==> src/design/spd_pkg.sv <==
// package: constants and types for the speed hundredths adjust block
package spd_pkg;
  // ----------------------------------------
  // value layout
  // ----------------------------------------
  localparam int SPD_DIGITS = 4;
  localparam int DIG_W = 4;
  localparam int VAL_W = 16;
  localparam int HUND_LSB = 0;
  localparam int TENTH_LSB = 4;
  localparam int DISP_LSB = 4;
  localparam int DISP_W = 12;
  localparam int SW_W = 8;
  localparam logic [1:0] POS_HUND = 2'h0;
  localparam logic [1:0] POS_TENTH = 2'h1;
  localparam logic [1:0] POS_UNIT = 2'h2;
  localparam logic [1:0] POS_TENS = 2'h3;
  localparam logic [3:0] BCD_ZERO = 4'h0;
  localparam logic [3:0] BCD_MAX = 4'h9;
  localparam logic [3:0] BCD_ONE = 4'h1;
  // ----------------------------------------
  // reset values
  // ----------------------------------------
  localparam logic [15:0] SPEED_RST = 16'h0000;
  localparam logic [11:0] DISP_RST = 12'h000;
  localparam logic [7:0] SW_RST = 8'h00;
  // ----------------------------------------
  // which speed the panel is adjusting
  // ----------------------------------------
  typedef enum logic [2:0] {
    TGT_NONE = 3'b000,
    TGT_ACTIVE = 3'b001,
    TGT_NEXT = 3'b010,
    TGT_CALC = 3'b011,
    TGT_PRESET = 3'b100
  } spd_target_t;
endpackage : spd_pkg

==> src/design/spd_step_if.sv <==
// interface: one digit step request and its stepped result
`timescale 1ns/1ps
interface spd_step_if;
  logic [15:0] cur_val;
  logic [1:0] pos;
  logic up;
  logic clr_hund;
  logic [15:0] nxt_val;
  modport user (output cur_val, output pos, output up, output clr_hund, input nxt_val);
  modport stepper (input cur_val, input pos, input up, input clr_hund, output nxt_val);
endinterface : spd_step_if

==> src/design/spd_digit_step.sv <==
// module: decimal digit step with carry, borrow and hundredths clear
`timescale 1ns/1ps
module spd_digit_step
  import spd_pkg::*;
(
  spd_step_if.stepper st
);
  // ----------------------------------------
  // ripple chain, one digit per stage
  // ----------------------------------------
  wire [SPD_DIGITS-1:0] carry;
  assign carry[0] = 1'b0;
  genvar i;
  for (i = 0; i < SPD_DIGITS; i = i + 1) begin : g_dig
    wire [3:0] d = st.cur_val[i*DIG_W +: DIG_W];
    wire en = (st.pos == 2'(i)) | carry[i];
    wire at_edge = st.up ? (d == BCD_MAX) : (d == BCD_ZERO);
    wire [3:0] inc_d = at_edge ? BCD_ZERO : d + BCD_ONE;
    wire [3:0] dec_d = at_edge ? BCD_MAX : d - BCD_ONE;
    wire [3:0] stepped = st.up ? inc_d : dec_d;
    wire clr = (i == HUND_LSB) && st.clr_hund && (st.pos != POS_HUND);
    if (i < SPD_DIGITS - 1) begin : g_chain
      assign carry[i+1] = en & at_edge;
    end
    // overflow past the tens digit wraps; the panel range keeps users below it
    assign st.nxt_val[i*DIG_W +: DIG_W] = clr ? BCD_ZERO : (en ? stepped : d);
  end
endmodule : spd_digit_step

==> src/design/spd_hund_adjust.sv <==
// module: panel adjustment of speeds held to hundredths resolution
// ----------------------------------------
// ----------------------------------------
`timescale 1ns/1ps
module spd_hund_adjust
  import spd_pkg::*;
(
  input wire logic clock,
  input wire logic sys_rst,
  input wire logic [3:0] sw_inc_pin,
  input wire logic [3:0] sw_dec_pin,
  input wire spd_target_t adjust_target,
  input wire logic hires_option_en,
  input wire logic wide_range_sel,
  input wire logic speed_change_exec,
  output logic [15:0] active_speed,
  output logic [15:0] next_speed,
  output logic [15:0] calc_speed,
  output logic [15:0] preset_speed,
  output logic [11:0] active_speed_disp,
  output logic [11:0] next_speed_disp,
  output logic [11:0] calc_speed_disp,
  output logic [15:0] main_aux_disp,
  output logic [15:0] remote_aux_speed
);

  // ----------------------------------------
  // switch synchronisers
  // ----------------------------------------
  // toggles are raw panel contacts, so two flops before any use
  logic [7:0] sw_meta_reg;
  logic [7:0] sw_sync_reg;
  logic [7:0] sw_prev_reg;

  always_ff @(posedge clock) begin
    if (sys_rst) begin
      sw_meta_reg <= SW_RST;
      sw_sync_reg <= SW_RST;
      sw_prev_reg <= SW_RST;
    end else begin
      sw_meta_reg <= {sw_dec_pin, sw_inc_pin};
      sw_sync_reg <= sw_meta_reg;
      sw_prev_reg <= sw_sync_reg;
    end
  end

  // ----------------------------------------
  // step decode
  // ----------------------------------------
  // only the leading edge steps, so holding never repeats
  wire [7:0] sw_rise = sw_sync_reg & ~sw_prev_reg;
  wire [3:0] inc_rise = sw_rise[3:0];
  wire [3:0] dec_rise = sw_rise[7:4];
  wire [3:0] pos_hit = inc_rise | dec_rise;
  wire step_valid = |pos_hit;
  // finest digit wins when two toggles land in one cycle
  wire [1:0] step_pos = pos_hit[0] ? POS_HUND :
                        pos_hit[1] ? POS_TENTH :
                        pos_hit[2] ? POS_UNIT : POS_TENS;
  // increment wins over decrement on the same digit
  wire step_up = inc_rise[step_pos];

  // ----------------------------------------
  // acceptance
  // ----------------------------------------
  wire tgt_any = adjust_target != TGT_NONE;
  wire hund_ok = hires_option_en & ~wide_range_sel;
  wire pos_ok = (step_pos != POS_HUND) | hund_ok;
  // a speed change in the same cycle wins; the step is dropped
  wire step_go = step_valid & tgt_any & pos_ok & ~speed_change_exec;

  // ----------------------------------------
  // speed registers
  // ----------------------------------------
  logic [15:0] active_reg;
  logic [15:0] next_reg;
  logic [15:0] calc_reg;
  logic [15:0] preset_reg;
  logic [15:0] active_next;
  logic [15:0] next_next;
  logic [15:0] calc_next;
  logic [15:0] preset_next;

  wire [15:0] sel_val = (adjust_target == TGT_ACTIVE) ? active_reg :
                        (adjust_target == TGT_NEXT) ? next_reg :
                        (adjust_target == TGT_CALC) ? calc_reg : preset_reg;

  spd_step_if step_bus ();

  assign step_bus.cur_val = sel_val;
  assign step_bus.pos = step_pos;
  assign step_bus.up = step_up;
  // coarse step zeros hundredths for active and next
  // coarse step zeros preset hundredths
  // only a targeted speed is ever written, so clear only then
  assign step_bus.clr_hund = tgt_any;

  spd_digit_step u_step (
    .st (step_bus.stepper)
  );

  wire wr_active = step_go && (adjust_target == TGT_ACTIVE);
  wire wr_next = step_go && (adjust_target == TGT_NEXT);
  wire wr_calc = step_go && (adjust_target == TGT_CALC);
  wire wr_preset = step_go && (adjust_target == TGT_PRESET);

  // full-resolution exchange on a speed change
  // hidden hundredths written back through the stepper
  assign active_next = speed_change_exec ? next_reg :
                       wr_active ? step_bus.nxt_val : active_reg;
  assign next_next = speed_change_exec ? active_reg :
                     wr_next ? step_bus.nxt_val : next_reg;
  assign calc_next = wr_calc ? step_bus.nxt_val : calc_reg;
  assign preset_next = wr_preset ? step_bus.nxt_val : preset_reg;

  always_ff @(posedge clock) begin
    if (sys_rst) begin
      active_reg <= SPEED_RST;
      next_reg <= SPEED_RST;
      calc_reg <= SPEED_RST;
      preset_reg <= SPEED_RST;
    end else begin
      active_reg <= active_next;
      next_reg <= next_next;
      calc_reg <= calc_next;
      preset_reg <= preset_next;
    end
  end

  // ----------------------------------------
  // displays
  // ----------------------------------------
  logic [11:0] active_disp_reg;
  logic [11:0] next_disp_reg;
  logic [11:0] calc_disp_reg;
  logic [15:0] main_aux_reg;
  logic [15:0] remote_aux_reg;

  // main displays drop the hundredths digit
  // calc hundredths kept off its display
  wire [11:0] active_disp_next = active_next[DISP_LSB +: DISP_W];
  wire [11:0] next_disp_next = next_next[DISP_LSB +: DISP_W];
  wire [11:0] calc_disp_next = calc_next[DISP_LSB +: DISP_W];
  // aux shows preset with hundredths while it is set
  wire [15:0] main_aux_next = (adjust_target == TGT_PRESET) ? preset_reg : SPEED_RST;
  // remote aux keeps hundredths only with the option
  wire [15:0] remote_aux_next = hires_option_en ? active_reg :
                                {active_reg[VAL_W-1:TENTH_LSB], BCD_ZERO};

  always_ff @(posedge clock) begin
    if (sys_rst) begin
      active_disp_reg <= DISP_RST;
      next_disp_reg <= DISP_RST;
      calc_disp_reg <= DISP_RST;
      main_aux_reg <= SPEED_RST;
      remote_aux_reg <= SPEED_RST;
    end else begin
      active_disp_reg <= active_disp_next;
      next_disp_reg <= next_disp_next;
      calc_disp_reg <= calc_disp_next;
      main_aux_reg <= main_aux_next;
      remote_aux_reg <= remote_aux_next;
    end
  end

  assign active_speed = active_reg;
  assign next_speed = next_reg;
  assign calc_speed = calc_reg;
  assign preset_speed = preset_reg;
  assign active_speed_disp = active_disp_reg;
  assign next_speed_disp = next_disp_reg;
  assign calc_speed_disp = calc_disp_reg;
  assign main_aux_disp = main_aux_reg;
  assign remote_aux_speed = remote_aux_reg;
endmodule : spd_hund_adjust

==> config.mk <==
export PLATFORM = sky130hd
export DESIGN_NAME = spd_hund_adjust
export DESIGN_NICKNAME = d
export VERILOG_FILES = /design/src/design/spd_pkg.sv /design/src/design/spd_step_if.sv /design/src/design/spd_digit_step.sv /design/src/design/spd_hund_adjust.sv
export SDC_FILE = /design/constraint.sdc
export NUM_CORES = 1
export LEC_CHECK = 0
export ABC_CLOCK_PERIOD_IN_PS = 8500
export BUFFER_PORTS_ARGS = -buffer_cell sky130_fd_sc_hd__buf_2
export CORE_ASPECT_RATIO = 0.75
export CORE_MARGIN = 3
export CORE_UTILIZATION = 30
export DETAILED_ROUTE_END_ITERATION = 6
export GPL_TIMING_DRIVEN = 0
export HOLD_SLACK_MARGIN = 0.05
export SYNTH_ARGS = -nofsm -noshare
export SYNTH_HDL_FRONTEND = slang
export SYNTH_SLANG_ARGS = --single-unit
export TNS_END_PERCENT = 5
==> constraint.sdc <==
create_clock -name clock -period 8.5 [get_ports clock]
set_input_delay 0.85 -clock clock [delete_from_list [all_inputs] [get_ports clock]]
set_output_delay 0.85 -clock clock [all_outputs]
set_load 0.005 [all_outputs]
Word-level counts from Yosys, hierarchy flattened
Cells that the tools add are included.

Eq/ne operators: 11. $add $sub $neg: 8. Mux-type cells: 33. Reductions and logical operators: 17. Multipliers: 0. Magnitude comparators: 1. Bitwise logic cells: 18. Divide/modulo/power cells: 0. Shift-type cells: 0.

Operators with widths (number): 16-bit two-way mux (7); 4-bit two-way mux (17); 4-bit by 1-bit adder with 4-bit output (second input constant) (4); 4-bit equality test (second input constant) (4); 4-bit zero test (4); 4-bit by 1-bit subtractor with 4-bit output (second input constant) (4); 8-bit bitwise AND (1); 8-bit NOT (1); 1-bit bitwise AND (7); 3-bit by 2-bit equality test with 1-bit output (second input constant) (2); 1-bit two-way mux (6); 2-bit nonzero test (3); 1-bit logical AND (5); 2-bit equality test (second input constant) (2); 2-bit two-way mux (2); 1-bit NOT (4); 1-bit bitwise OR (4); 4-bit bitwise OR (1); 2-bit OR reduction (2); 4-bit OR reduction (1); 3-bit by 1-bit equality test with 1-bit output (second input constant) (1); 3-bit equality test (second input constant) (1); 2-bit by 3-bit less-than comparator with 1-bit output (second input constant) (1); 3-bit nonzero test (1); other kinds (3) (3).

Memories: 0. Word-level logic and storage cells: 101. Input bits: 16. Bits in registers: 120. Output and inout port bits: 132. Memory bits (writable): 0. Bits in read-only memories: 0. Bits in latches: 0.

Depth between registers and ports, before layout
Gate-level depths: netlist of run 1.

Depth in word-level cells: 18. Depth in mapped cells: 14. Mapped depth without buffers: 11.

Hierarchy
Synthesis of run 1 repeated with hierarchy kept, for this count alone.

Cell total of the unflattened synthesis: 646. Area, all modules: 6003.3 um2.

By module, submodules not included: spd_hund_adjust (instances 1, seq. area each 2402.3 um2, cells an instance 503, area each 5011.1 um2); spd_digit_step (instances 1, seq. area each 0.0 um2, cells an instance 143, area each 992.2 um2).

Least setup slack after synthesis of run 1
No wires, ideal clock.

Kind: input -> register. From: input port adjust_target[0]. To: register calc_reg[15] (netlist: calc_speed[15]). Setup slack: 4.687 ns. Arrival time: 3.734 ns. Cell stages on the path: 12. Data required time: 8.421 ns. Setup time: 0.079 ns. Path buffers: 3. Path through: buf_4 -> buf_2 -> buf_2 -> mux2i_1 -> a2bb2oi_1 -> o22ai_1 -> ha_1 -> or4b_2 -> nand2_2 -> a31oi_1 -> mux2_2 -> a211oi_2.

Cells in the longest elaborated chain, start to end: 13. Elaborated cells on any way between the ends: 35. Those cells by class: add/sub (2); eq/ne (7); mux (11); bitwise (9); reduce/logical (6).

RTL lines: from (decl) (line spd_hund_adjust.sv:12) `input wire spd_target_t adjust_target,`; 3-bit by 2-bit equality test with 1-bit output (line spd_hund_adjust.sv:86, spd_hund_adjust.sv:104); 16-bit two-way mux (line spd_hund_adjust.sv:86) `(adjust_target == TGT_CALC) ? calc_reg : preset_reg;`; 16-bit two-way mux (line spd_hund_adjust.sv:85) `(adjust_target == TGT_NEXT) ? next_reg :`; 16-bit two-way mux (line spd_hund_adjust.sv:84) `wire [15:0] sel_val = (adjust_target == TGT_ACTIVE) ? active_reg :`; 4-bit equality test or 4-bit zero test (tied branches) (line spd_digit_step.sv:17) `wire at_edge = st.up ? (d == BCD_MAX) : (d == BCD_ZERO);`; 1-bit two-way mux (line spd_digit_step.sv:17); 1-bit bitwise AND (line spd_digit_step.sv:23) `assign carry[i+1] = en & at_edge;`; 1-bit bitwise OR (line spd_digit_step.sv:16) `wire en = (st.pos == 2'(i)) | carry[i];`; 1-bit bitwise AND (line spd_digit_step.sv:23); 1-bit bitwise OR (line spd_digit_step.sv:16); 1-bit bitwise AND (line spd_digit_step.sv:23); 1-bit bitwise OR (line spd_digit_step.sv:16); 4-bit two-way mux (line spd_digit_step.sv:26) `assign st.nxt_val[i*DIG_W +: DIG_W] = clr ? BCD_ZERO : (en ? stepped : d);`; to (signal assigned) (line spd_hund_adjust.sv:125) `calc_reg <= calc_next;`; to (decl) (line spd_hund_adjust.sv:77) `logic [15:0] calc_reg;`.

Parallel ways exist; a longest one is shown, timed or not. A chain may end at the register's enable or synchronous reset.

Worst setup path after layout of run 1
From: input port adjust_target[0]. To: register active_reg[9] (netlist: active_speed[9]).

Cells in the longest elaborated chain, start to end: 13. Elaborated cells on any way between the ends: 33. Those cells by class: add/sub (2); eq/ne (6); mux (12); bitwise (7); reduce/logical (6).

RTL lines: 3-bit by 2-bit equality test with 1-bit output (line spd_hund_adjust.sv:86); 16-bit two-way mux (line spd_hund_adjust.sv:86); 16-bit two-way mux (line spd_hund_adjust.sv:85); 16-bit two-way mux (line spd_hund_adjust.sv:84); 4-bit equality test or 4-bit zero test (tied branches) (line spd_digit_step.sv:17); 1-bit two-way mux (line spd_digit_step.sv:17); 1-bit bitwise AND (line spd_digit_step.sv:23); 1-bit bitwise OR (line spd_digit_step.sv:16); 1-bit bitwise AND (line spd_digit_step.sv:23); 1-bit bitwise OR (line spd_digit_step.sv:16); 4-bit two-way mux (line spd_digit_step.sv:26); 16-bit two-way mux (line spd_hund_adjust.sv:110) `wr_active ? step_bus.nxt_val : active_reg;`; 16-bit two-way mux (line spd_hund_adjust.sv:109) `assign active_next = speed_change_exec ? next_reg :`; to (signal assigned) (line spd_hund_adjust.sv:123) `active_reg <= active_next;`; to (decl) (line spd_hund_adjust.sv:75) `logic [15:0] active_reg;`.

Parallel ways exist; a longest one is shown, timed or not. The select of a mux whose other input is x is not followed.

==> flow_metrics.tcl, run 1 <==
set metrics [dict create \
    status "completed" \
    wire_per_inst_um 18.9 \
    finClkSkew_ns 0.00906 \
    dpl.hpwl_um 15500 \
    synth_async_sr_flop_share_pct 0 \
    ant_nets 0 \
    cp.arrival_ns 4.71 \
    maxCapViolations 0 \
    cts-root-buf "clkbuf_16" \
    syn-num-nets 702 \
    hold_violations 0 \
    final_cell_area_um2 7580 \
    yosysSeqAreaShare_pct 40.3 \
    numPortBuffers 146 \
    grt_overflow 0 \
    setup_viol 0 \
    yosys-top-cells-area "dfxtp_1 (40%), buf_4 (4.8%), nor2b_1 (4.4%)" \
    drt_iter0_drc 510 \
    worst_hold_path_type "register to register" \
    io_pins 148 \
    vias_per_cell 5.26 \
    num_vias 5790 \
    place_congestion 0.897 \
    tns_ns 0 \
    grt_max_degree 17 \
    cts_buffers 17 \
    layout-drive-gt1-share_pct 29.2 \
    ctsHoldBuffers 0 \
    rsz0062_at_grt "no" \
    nFillCells 1938 \
    die_w_um 169 \
    remaining_drc_errors 0 \
    grt_pass1_vias 5380 \
    postCtsSetupBuffers 0 \
    cts_buffer_depth 2 \
    period_needed_ns 4.43 \
    placed_area_um2 7000 \
    fin_nets 867 \
    die_h_um 128 \
    wirelength_um 20800 \
    synth_area_leader_cell "dfxtp_1" \
    startpoint_type "input port" \
    p_leak_nw 3.37 \
    cts_sinks 120 \
    h-tree-depth 4 \
    ir_worst_vdd_mv 0.110 \
    netlist.area_leader.share_pct 40.3 \
    synth_top_flop_cell "dfxtp_1" \
    cp.required_ns 8.78 \
    yosysWarningCount 0 \
    slew_violations 0 \
    dr.pass1.iters 5 \
    grt_pass1_wl_um 31500 \
    slew_headroom_pct 46.4 \
    clock.fmax_ghz 0.226 \
    synth_edf_count 0 \
    antenna_found_initial 0 \
    worst_pin_slew_ns 0.804 \
    insertion_delay_ns 0.42 \
    start_util_pct 31.4 \
    crit_fanout 10 \
    postSynthCellCount 675 \
    num_rows 43 \
    power_density_nw_per_um2 197 \
    critPathKind "input port to register" \
    synth_cell_types 67 \
    grt_usage_pct 19.0 \
    ctsResizeCount 0 \
    period_share_pct 52.1 \
    synth_area_per_cell_um2 8.83 \
    area_growth_pct 27.2 \
    dieArea_um2 21600 \
    core-area_um2 19000 \
    synth-seq-cells 120 \
    clk_pin_slew_ns 0.06 \
    n_antenna_cell 0 \
    cts_tree "yes" \
    critPathCaptureType "register" \
    netlist_area_um2 5960 \
]
-- cells in the mapped netlist, drive strengths merged, types with 5 or more instances --
master and count:
inv 21, a211oi 26, nand2b 11, nand4 6, mux2 11, a31oi 27, and2 22, dfxtp 120
nor3 10, o21ai 41, a21oi 25, nand2 33, clkbuf 36, ha 11, nor4b 20, a2bb2oi 7
a221oi 5, buf 48, o22ai 14, nor2 44, nand3 10, mux2i 19, nor2b 42
-- stage by stage --
stage | power (mW) | setup slack [ns] | instances | hold WS, ns | util (%)
floorplan | 0.723 | 4.69 | 675 | 0.410 | -
detailed placement | 0.788 | 3.81 | 1068 | 0.422 | 36.8
global placement | 0.788 | 3.77 | 1068 | 0.419 | 36.8
CTS | 1.50 | 4.24 | 1100 | 0.435 | 39.9
finish | 1.49 | 4.07 | 1100 | 0.432 | 39.9
global route | 1.55 | 3.87 | 1100 | 0.447 | 39.9
-- layer usage --
| metal | vias to the layer above | GRT usage (%) | wire (um) | part of all wire, % |
|---|---|---|---|---|
| met3 | 19 | 5.64 | 1940 | 9.3 |
| met5 | - | 0 | 0 | 0 |
| li1 | 2749 | - | - | - |
| met1 | 2766 | 27.2 | 9830 | 47 |
| met2 | 256 | 28.0 | 8810 | 42 |
| met4 | 0 | 4.62 | 211 | 1.0 |
-- kinds of logic after synthesis --
logic type / count (synthesis) / share of synthesized area [%]
AO/OA/AOI/OAI: 189 / 21.5
XOR/XNOR: 4 / 0.588
adder cells (fa/ha/maj): 11 / 2.31
buffers and inverters: 105 / 9.39
flip-flops: 120 / 40.3
multiplexers: 30 / 5.27
AND/OR/NAND/NOR: 216 / 20.6
-- where the power goes --
| group | switching (mW) | leakage, nW | internal [mW] | total [mW] |
|---|---|---|---|---|
| clock network | 0.280 | 0.277 | 0.432 | 0.712 |
| logic | 0.125 | 2.12 | 0.0708 | 0.196 |
| registers | 0.0110 | 0.973 | 0.574 | 0.585 |
| total | 0.416 | 3.37 | 1.08 | 1.49 |
-- cells in the final DEF, fill, tap and decap left out, types with 6 or more instances in the layout --
master     instances
inv_1             20
dfxtp_1          120
nor2b_1           42
nor2_1            44
a31oi_1           26
nand4_1            6
clkbuf_16         17
ha_1              11
nor3_1            10
nand2b_1          11
clkbuf_1          37
nand3_1           10
buf_4             38
a2bb2oi_1          7
nor4b_1           19
a211oi_1          25
mux2i_1           19
nand2_1           31
buf_2            152
and2_1            20
o21ai_0           37
a21oi_1           25
o22ai_1           14
mux2_2            11
-- area by class of cell --
cell class              count  area, um2  area share (%)
clock inverters            14        150            1.98
well taps                 247        309            4.08
plain buffers              84        480            6.34
repair buffers            146        731            9.64
inverters                  21       78.8            1.04
clock buffers              18        429            5.66
multi-input cells         450       3000            39.5
flip-flops and latches    120       2400            31.7
-- worst paths after layout --
kind                endpoint  cells past startpoint  slack [ns]        startpoint
max          active_speed[9]                     13        4.07  adjust_target[0]
min           sw_sync_reg[4]                      1        0.43    sw_meta_reg[4]
max reg2reg  active_speed[9]                     11        4.95     next_speed[1]
min reg2reg   sw_sync_reg[4]                      1        0.43    sw_meta_reg[4]
-- critical path, stage by stage --
cell and delay (ns):
buf_2 0.09, buf_4 0.17, buf_2 0.27, buf_2 0.33
mux2i_1 0.23, a2bb2oi_1 0.16, o22ai_1 0.50, ha_1 0.31
or4b_2 0.64, nand2_2 0.18, a31oi_1 0.28, mux2i_1 0.55
a211oi_1 0.15
Power figures use the tool's default switching activity.
==> inputs of run 2 (changes only) <==
--- a/config.mk
+++ b/config.mk
@@ -5,7 +5,7 @@
 export SDC_FILE = /design/constraint.sdc
 export NUM_CORES = 1
 export LEC_CHECK = 0
-export ABC_CLOCK_PERIOD_IN_PS = 8500
+export ABC_CLOCK_PERIOD_IN_PS = 3600
 export BUFFER_PORTS_ARGS = -buffer_cell sky130_fd_sc_hd__buf_2
 export CORE_ASPECT_RATIO = 0.75
 export CORE_MARGIN = 3
==> constraint.sdc (replaced) <==
create_clock -name clock -period 3.6 [get_ports clock]
set_input_delay 0.36 -clock clock [delete_from_list [all_inputs] [get_ports clock]]
set_output_delay 0.36 -clock clock [all_outputs]
set_load 0.005 [all_outputs]
==> run 2 against run 1 <==
  * Wire length increased by 0.66%
  * Sequential cell count unchanged
  * Clock skew about the same
  * Design area increased by 0.96%
  * Cell count unchanged
  * Critical endpoint is now next_speed[11]
==> flow_metrics.tcl, run 2 (same netlist as run 1, synthesis figures left out) <==
set metrics [dict create \
    setup_viol 0 \
    period_needed_ns 3.51 \
    crit_buf_inv 4 \
    critPathKind "input port to register" \
    cts_buffers 17 \
    hold_path_depth 2 \
    slew_headroom_pct 48.8 \
    clockPowerShare_pct 47.5 \
    dr.pass1.iters 5 \
    maxCapViolations 0 \
    cts-root-buf "clkbuf_16" \
    cts_buffer_depth 2 \
    cp.required_ns 3.89 \
    power_density_nw_per_um2 464 \
    dieArea_um2 21600 \
    rsz0062_at_grt "no" \
    grt_usage_pct 19.0 \
    final_cell_mix "buf_2 (150), dfxtp_1 (120), nor2_1 (44)" \
    pwr-share-comb_pct 13.6 \
    r2r-end "preset_speed[13]" \
    critPathCaptureType "register" \
    cts_tree "yes" \
    layout-drive-gt1-share_pct 30.5 \
    drt_iter0_drc 517 \
    cts_sinks 120 \
    grt_pass1_vias 5365 \
    numPortBuffers 146 \
    p_int_mw 2.55 \
    num_vias 5837 \
    die_w_um 169 \
    final_common_cell "buf_2" \
    antenna_found_initial 0 \
    h-tree-depth 4 \
    grt_overflow 0 \
    rr_worst_depth 11 \
    num_rows 43 \
    switching_share_pct 28.0 \
    hold_violations 0 \
    vias_per_cell 5.31 \
    remaining_drc_errors 0 \
    core-area_um2 19000 \
    reg2reg_from "next_speed[1]" \
    clock.fmax_ghz 0.285 \
    crit_fanout 10 \
    finalPower_mw 3.55 \
    clk_pin_slew_ns 0.06 \
    cp.arrival_ns 3.80 \
    crit_slowest_cell "or4b_2" \
    insertion_delay_ns 0.42 \
    n_antenna_cell 0 \
    start_util_pct 31.4 \
    period_share_pct 97.4 \
    setup_slack_ns 0.0932 \
    seq_power_share_pct 39.0 \
    startpoint_type "input port" \
    dpl.hpwl_um 15500 \
    place_congestion 0.897 \
    status "completed" \
    worst_pin_slew_ns 0.768 \
    worst_hold_path_type "input port to register" \
    ant_nets 0 \
    fin_nets 867 \
    area_growth_pct 28.4 \
    switchingPower_mw 0.994 \
    wirelength_um 20900 \
    max_stage_delay_ns 0.66 \
    grt_pass1_wl_um 31500 \
    finClkSkew_ns 0.00912 \
    grt_max_degree 17 \
    io_pins 148 \
    slew_violations 0 \
    rrSetupSlack_ns 0.27 \
    wire_per_inst_um 19.0 \
    whs_endpoint "sw_meta_reg[6]" \
    cp_cell_sequence "buf_2 -> buf_4 -> clkbuf_4 -> nand2b_1 -> a2bb2oi_2 -> o22ai_4 -> inv_1 -> ha_1 -> or4b_2 -> nand2_2 -> a311o_1 -> o21ai_1 -> a2111oi_1" \
    pre_cts_ws_ns -0.602 \
    ir_worst_vdd_mv 0.258 \
    p_leak_nw 3.38 \
    min-delay-start "sw_dec_pin[2]" \
    crit_family "compound AO/OA/AOI/OAI gates" \
    die_h_um 128 \
]
## run 2: cell count changes in the layout (fill, tap and decap cells not counted), moves of 2 or more
cell,previous run,this run
a2bb2oi_1,7,5
mux2i_2,0,2
buf_4,38,40
o22ai_1,14,12
mux2i_1,19,17
buf_2,152,150
a2bb2oi_2,0,2
## run 2: what timing repair did
| item | 4_1_cts | 5_1_grt |
|---|---|---|
| cloned | 0 | 0 |
| setup endpoints to repair | 24 | 22 |
| hold buffers | 0 | 0 |
| resized for setup | 6 | 7 |
| buffers inserted | 0 | 1 |
| pin swaps | 0 | 1 |
## run 2: metrics by stage
stage                     setup TNS (ns)  std cells  instance area, um2  utilization [%]  hold WS, ns
after global routing                   0       1100                7650             40.3        0.142
after floorplan                        0        675                5960                -        0.410
final                                  0       1100                7650             40.3        0.146
after CTS                              0       1099                7600             40.0        0.136
after global placement            -16.55       1068                7000             36.8        0.419
after detailed placement          -16.44       1068                7000             36.8        0.422
## run 2: metal layers
metal,vias to the layer above,part of all wire (%),track usage [%]
met2,278,43,28.1
met5,-,0,0
met1,2795,47,27.3
met3,22,9.2,5.49
li1,2742,-,-
met4,0,0.96,4.52
## run 2: worst max path at each step
stage               cells after the start  slack (ns)         endpoint              from
floorplan                              12        0.28   calc_speed[15]  adjust_target[0]
global placement                       13       -0.64  active_speed[9]  adjust_target[0]
detailed placement                     13       -0.60    next_speed[9]  adjust_target[0]
CTS                                    14        0.06   next_speed[11]  adjust_target[0]
global route                           13        0.04   next_speed[11]  adjust_target[0]
finish                                 13        0.09   next_speed[11]  adjust_target[0]
## run 2: power groups by stage
stage          Combinational, mW  Sequential [mW]  Clock, mW
2_1_floorplan              0.304             1.40          0
3_3_place_gp               0.449             1.41          0
3_5_place_dp               0.449             1.41          0
4_1_cts                    0.459             1.38       1.71
5_1_grt                    0.516             1.39       1.77
6_report                   0.481             1.38       1.68
## run 2: final cells by class
| type | count | area (um2) |
|---|---|---|
| sequential | 120 | 2400 |
| timing repair buffer | 147 | 738 |
| inverter | 21 | 78.8 |
| clock buffer | 18 | 429 |
| clock inverter | 14 | 150 |
| multi-input combinational | 450 | 3060 |
| tap | 247 | 309 |
| fill | 1929 | 11300 |
| buffer | 83 | 482 |
==> inputs of run 3 (changes only) <==
--- a/config.mk
+++ b/config.mk
@@ -7,9 +7,9 @@
 export LEC_CHECK = 0
 export ABC_CLOCK_PERIOD_IN_PS = 3600
 export BUFFER_PORTS_ARGS = -buffer_cell sky130_fd_sc_hd__buf_2
-export CORE_ASPECT_RATIO = 0.75
 export CORE_MARGIN = 3
 export CORE_UTILIZATION = 30
+export CTS_BUF_LIST = sky130_fd_sc_hd__clkbuf_8 sky130_fd_sc_hd__clkbuf_16
 export DETAILED_ROUTE_END_ITERATION = 6
 export GPL_TIMING_DRIVEN = 0
 export HOLD_SLACK_MARGIN = 0.05
==> run 3 against run 2 <==
  * Combinational power shrank 2%
  * Global-route usage fell by 0.35 points
  * First-iteration DRC count decreased by 12%
  * Critical endpoint is now calc_speed[13]
  * Sequential cell count is the same
  * Die area barely moved
  * Critical path depth stayed put
  * Largest power group unchanged
  * Wire length fell by 2.2%
  * Fmax up 2.6%
  * Design area shrank 0.25%
  * Critical path type unchanged
  * Non-clock buffer count up 1
==> flow_metrics.tcl, run 3 (same netlist as run 1, synthesis figures left out) <==
set metrics [dict create \
    status "completed" \
    h-tree-depth 4 \
    grt_pass1_vias 5425 \
    final_cell_area_um2 7630 \
    critPathKind "input port to register" \
    cts_sinks 120 \
    hold_violations 0 \
    core-area_um2 19100 \
    finClkSkew_ns 0.0128 \
    p_leak_nw 3.39 \
    final_cell_mix "buf_2 (150), dfxtp_1 (120), nor2_1 (44)" \
    num_rows 50 \
    io_pins 148 \
    slew_violations 0 \
    cp.required_ns 3.87 \
    wire_per_inst_um 18.4 \
    rsz0062_at_grt "yes" \
    ctsHoldBuffers 0 \
    slew_headroom_pct 48.5 \
    nFillCells 1938 \
    ff_latch_area_um2 2400 \
    final_common_cell "buf_2" \
    ant_nets 0 \
    power_density_nw_per_um2 454 \
    dpl.hpwl_um 15300 \
    place_congestion 0.939 \
    startpoint_type "input port" \
    whs_ns 0.151 \
    num_vias 5732 \
    critPathCaptureType "register" \
    antenna_found_initial 0 \
    cts_buffer_depth 2 \
    cts-root-buf "clkbuf_16" \
    placed_area_um2 7010 \
    setup_viol 0 \
    cp.arrival_ns 3.69 \
    worst_hold_path_type "input port to register" \
    grt_max_degree 17 \
    die_w_um 147 \
    multiInputGateArea_um2 3040 \
    dieArea_um2 21600 \
    period_needed_ns 3.42 \
    cts_buffers 17 \
    wirelength_um 20500 \
    grt_overflow 0 \
    remaining_drc_errors 0 \
    dr.pass1.iters 5 \
    final_util_pct 40.0 \
    grt_usage_pct 18.7 \
    worst_pin_slew_ns 0.773 \
    vias_per_cell 5.15 \
    dp_cells 1081 \
    cts_tree "yes" \
    rr_worst_depth 11 \
    clk_pin_slew_ns 0.05 \
    finalPower_mw 3.46 \
    die_h_um 147 \
    clock.fmax_ghz 0.293 \
    grt_pass1_wl_um 31300 \
    numPortBuffers 146 \
    maxCapViolations 0 \
    hold_path_depth 2 \
    area_growth_pct 28.1 \
    n_antenna_cell 0 \
    start_util_pct 31.2 \
    drt_iter0_drc 456 \
    fin_cells 1112 \
    period_share_pct 95.0 \
    insertion_delay_ns 0.43 \
    layout-drive-gt1-share_pct 30.0 \
    crit_fanout 10 \
    fin_nets 868 \
    ir_worst_vdd_mv 0.313 \
]
## run 3: where the power goes
group	internal (mW)	total, mW	leakage (nW)	switching, mW
Combinational	0.175	0.470	2.14	0.295
Clock	1.01	1.61	0.277	0.600
Sequential	1.36	1.38	0.973	0.0244
Total	2.54	3.46	3.39	0.920
## run 3: cell type report
cell class	instances	area share [%]
flip-flops and latches	120	31.5
plain buffers	83	6.33
well taps	260	4.26
repair buffers	148	9.77
multi-input cells	450	39.9
clock inverters	12	1.49
clock buffers	18	5.76
inverters	21	1.03
## run 3: path summary, 6_finish.rpt
check	from	endpoint	slack [ns]
max	adjust_target[0]	calc_speed[13]	0.18
min	sw_dec_pin[1]	sw_meta_reg[5]	0.15
max reg2reg	calc_speed[1]	calc_speed[13]	0.29
min reg2reg	sw_meta_reg[7]	sw_sync_reg[7]	0.43
## run 3: timing repair
action | in CTS | in global routing
resized for setup | 2 | 11
pin swaps | 0 | 1
endpoints found under the setup margin | 23 | 29
setup buffers | 0 | 2
## run 3: routing by layer
layer | GRT usage (%) | vias up | part of all wire, %
li1 | - | 2747 | -
met1 | 24.8 | 2698 | 45
met2 | 29.9 | 262 | 46
met3 | 4.57 | 25 | 7.7
met4 | 5.96 | 0 | 1.9
met5 | 0 | - | 0
## run 3: stage by stage
stage / setup WS (ns) / setup TNS, ns
floorplan: 0.277 / 0
global placement: -0.549 / -16.33
detailed placement: -0.549 / -16.30
CTS: -0.00380 / -0.00380
global route: -0.00385 / -0.00385
finish: 0.181 / 0
## run 3: critical path: stages
cell	delay [ns]
buf_2	0.11
buf_4	0.17
clkbuf_4	0.21
nand2b_1	0.36
a2bb2oi_2	0.28
o22ai_2	0.19
inv_1	0.16
ha_1	0.17
or4b_2	0.65
nand2_2	0.18
a31oi_1	0.24
mux2i_1	0.45
o22ai_1	0.16
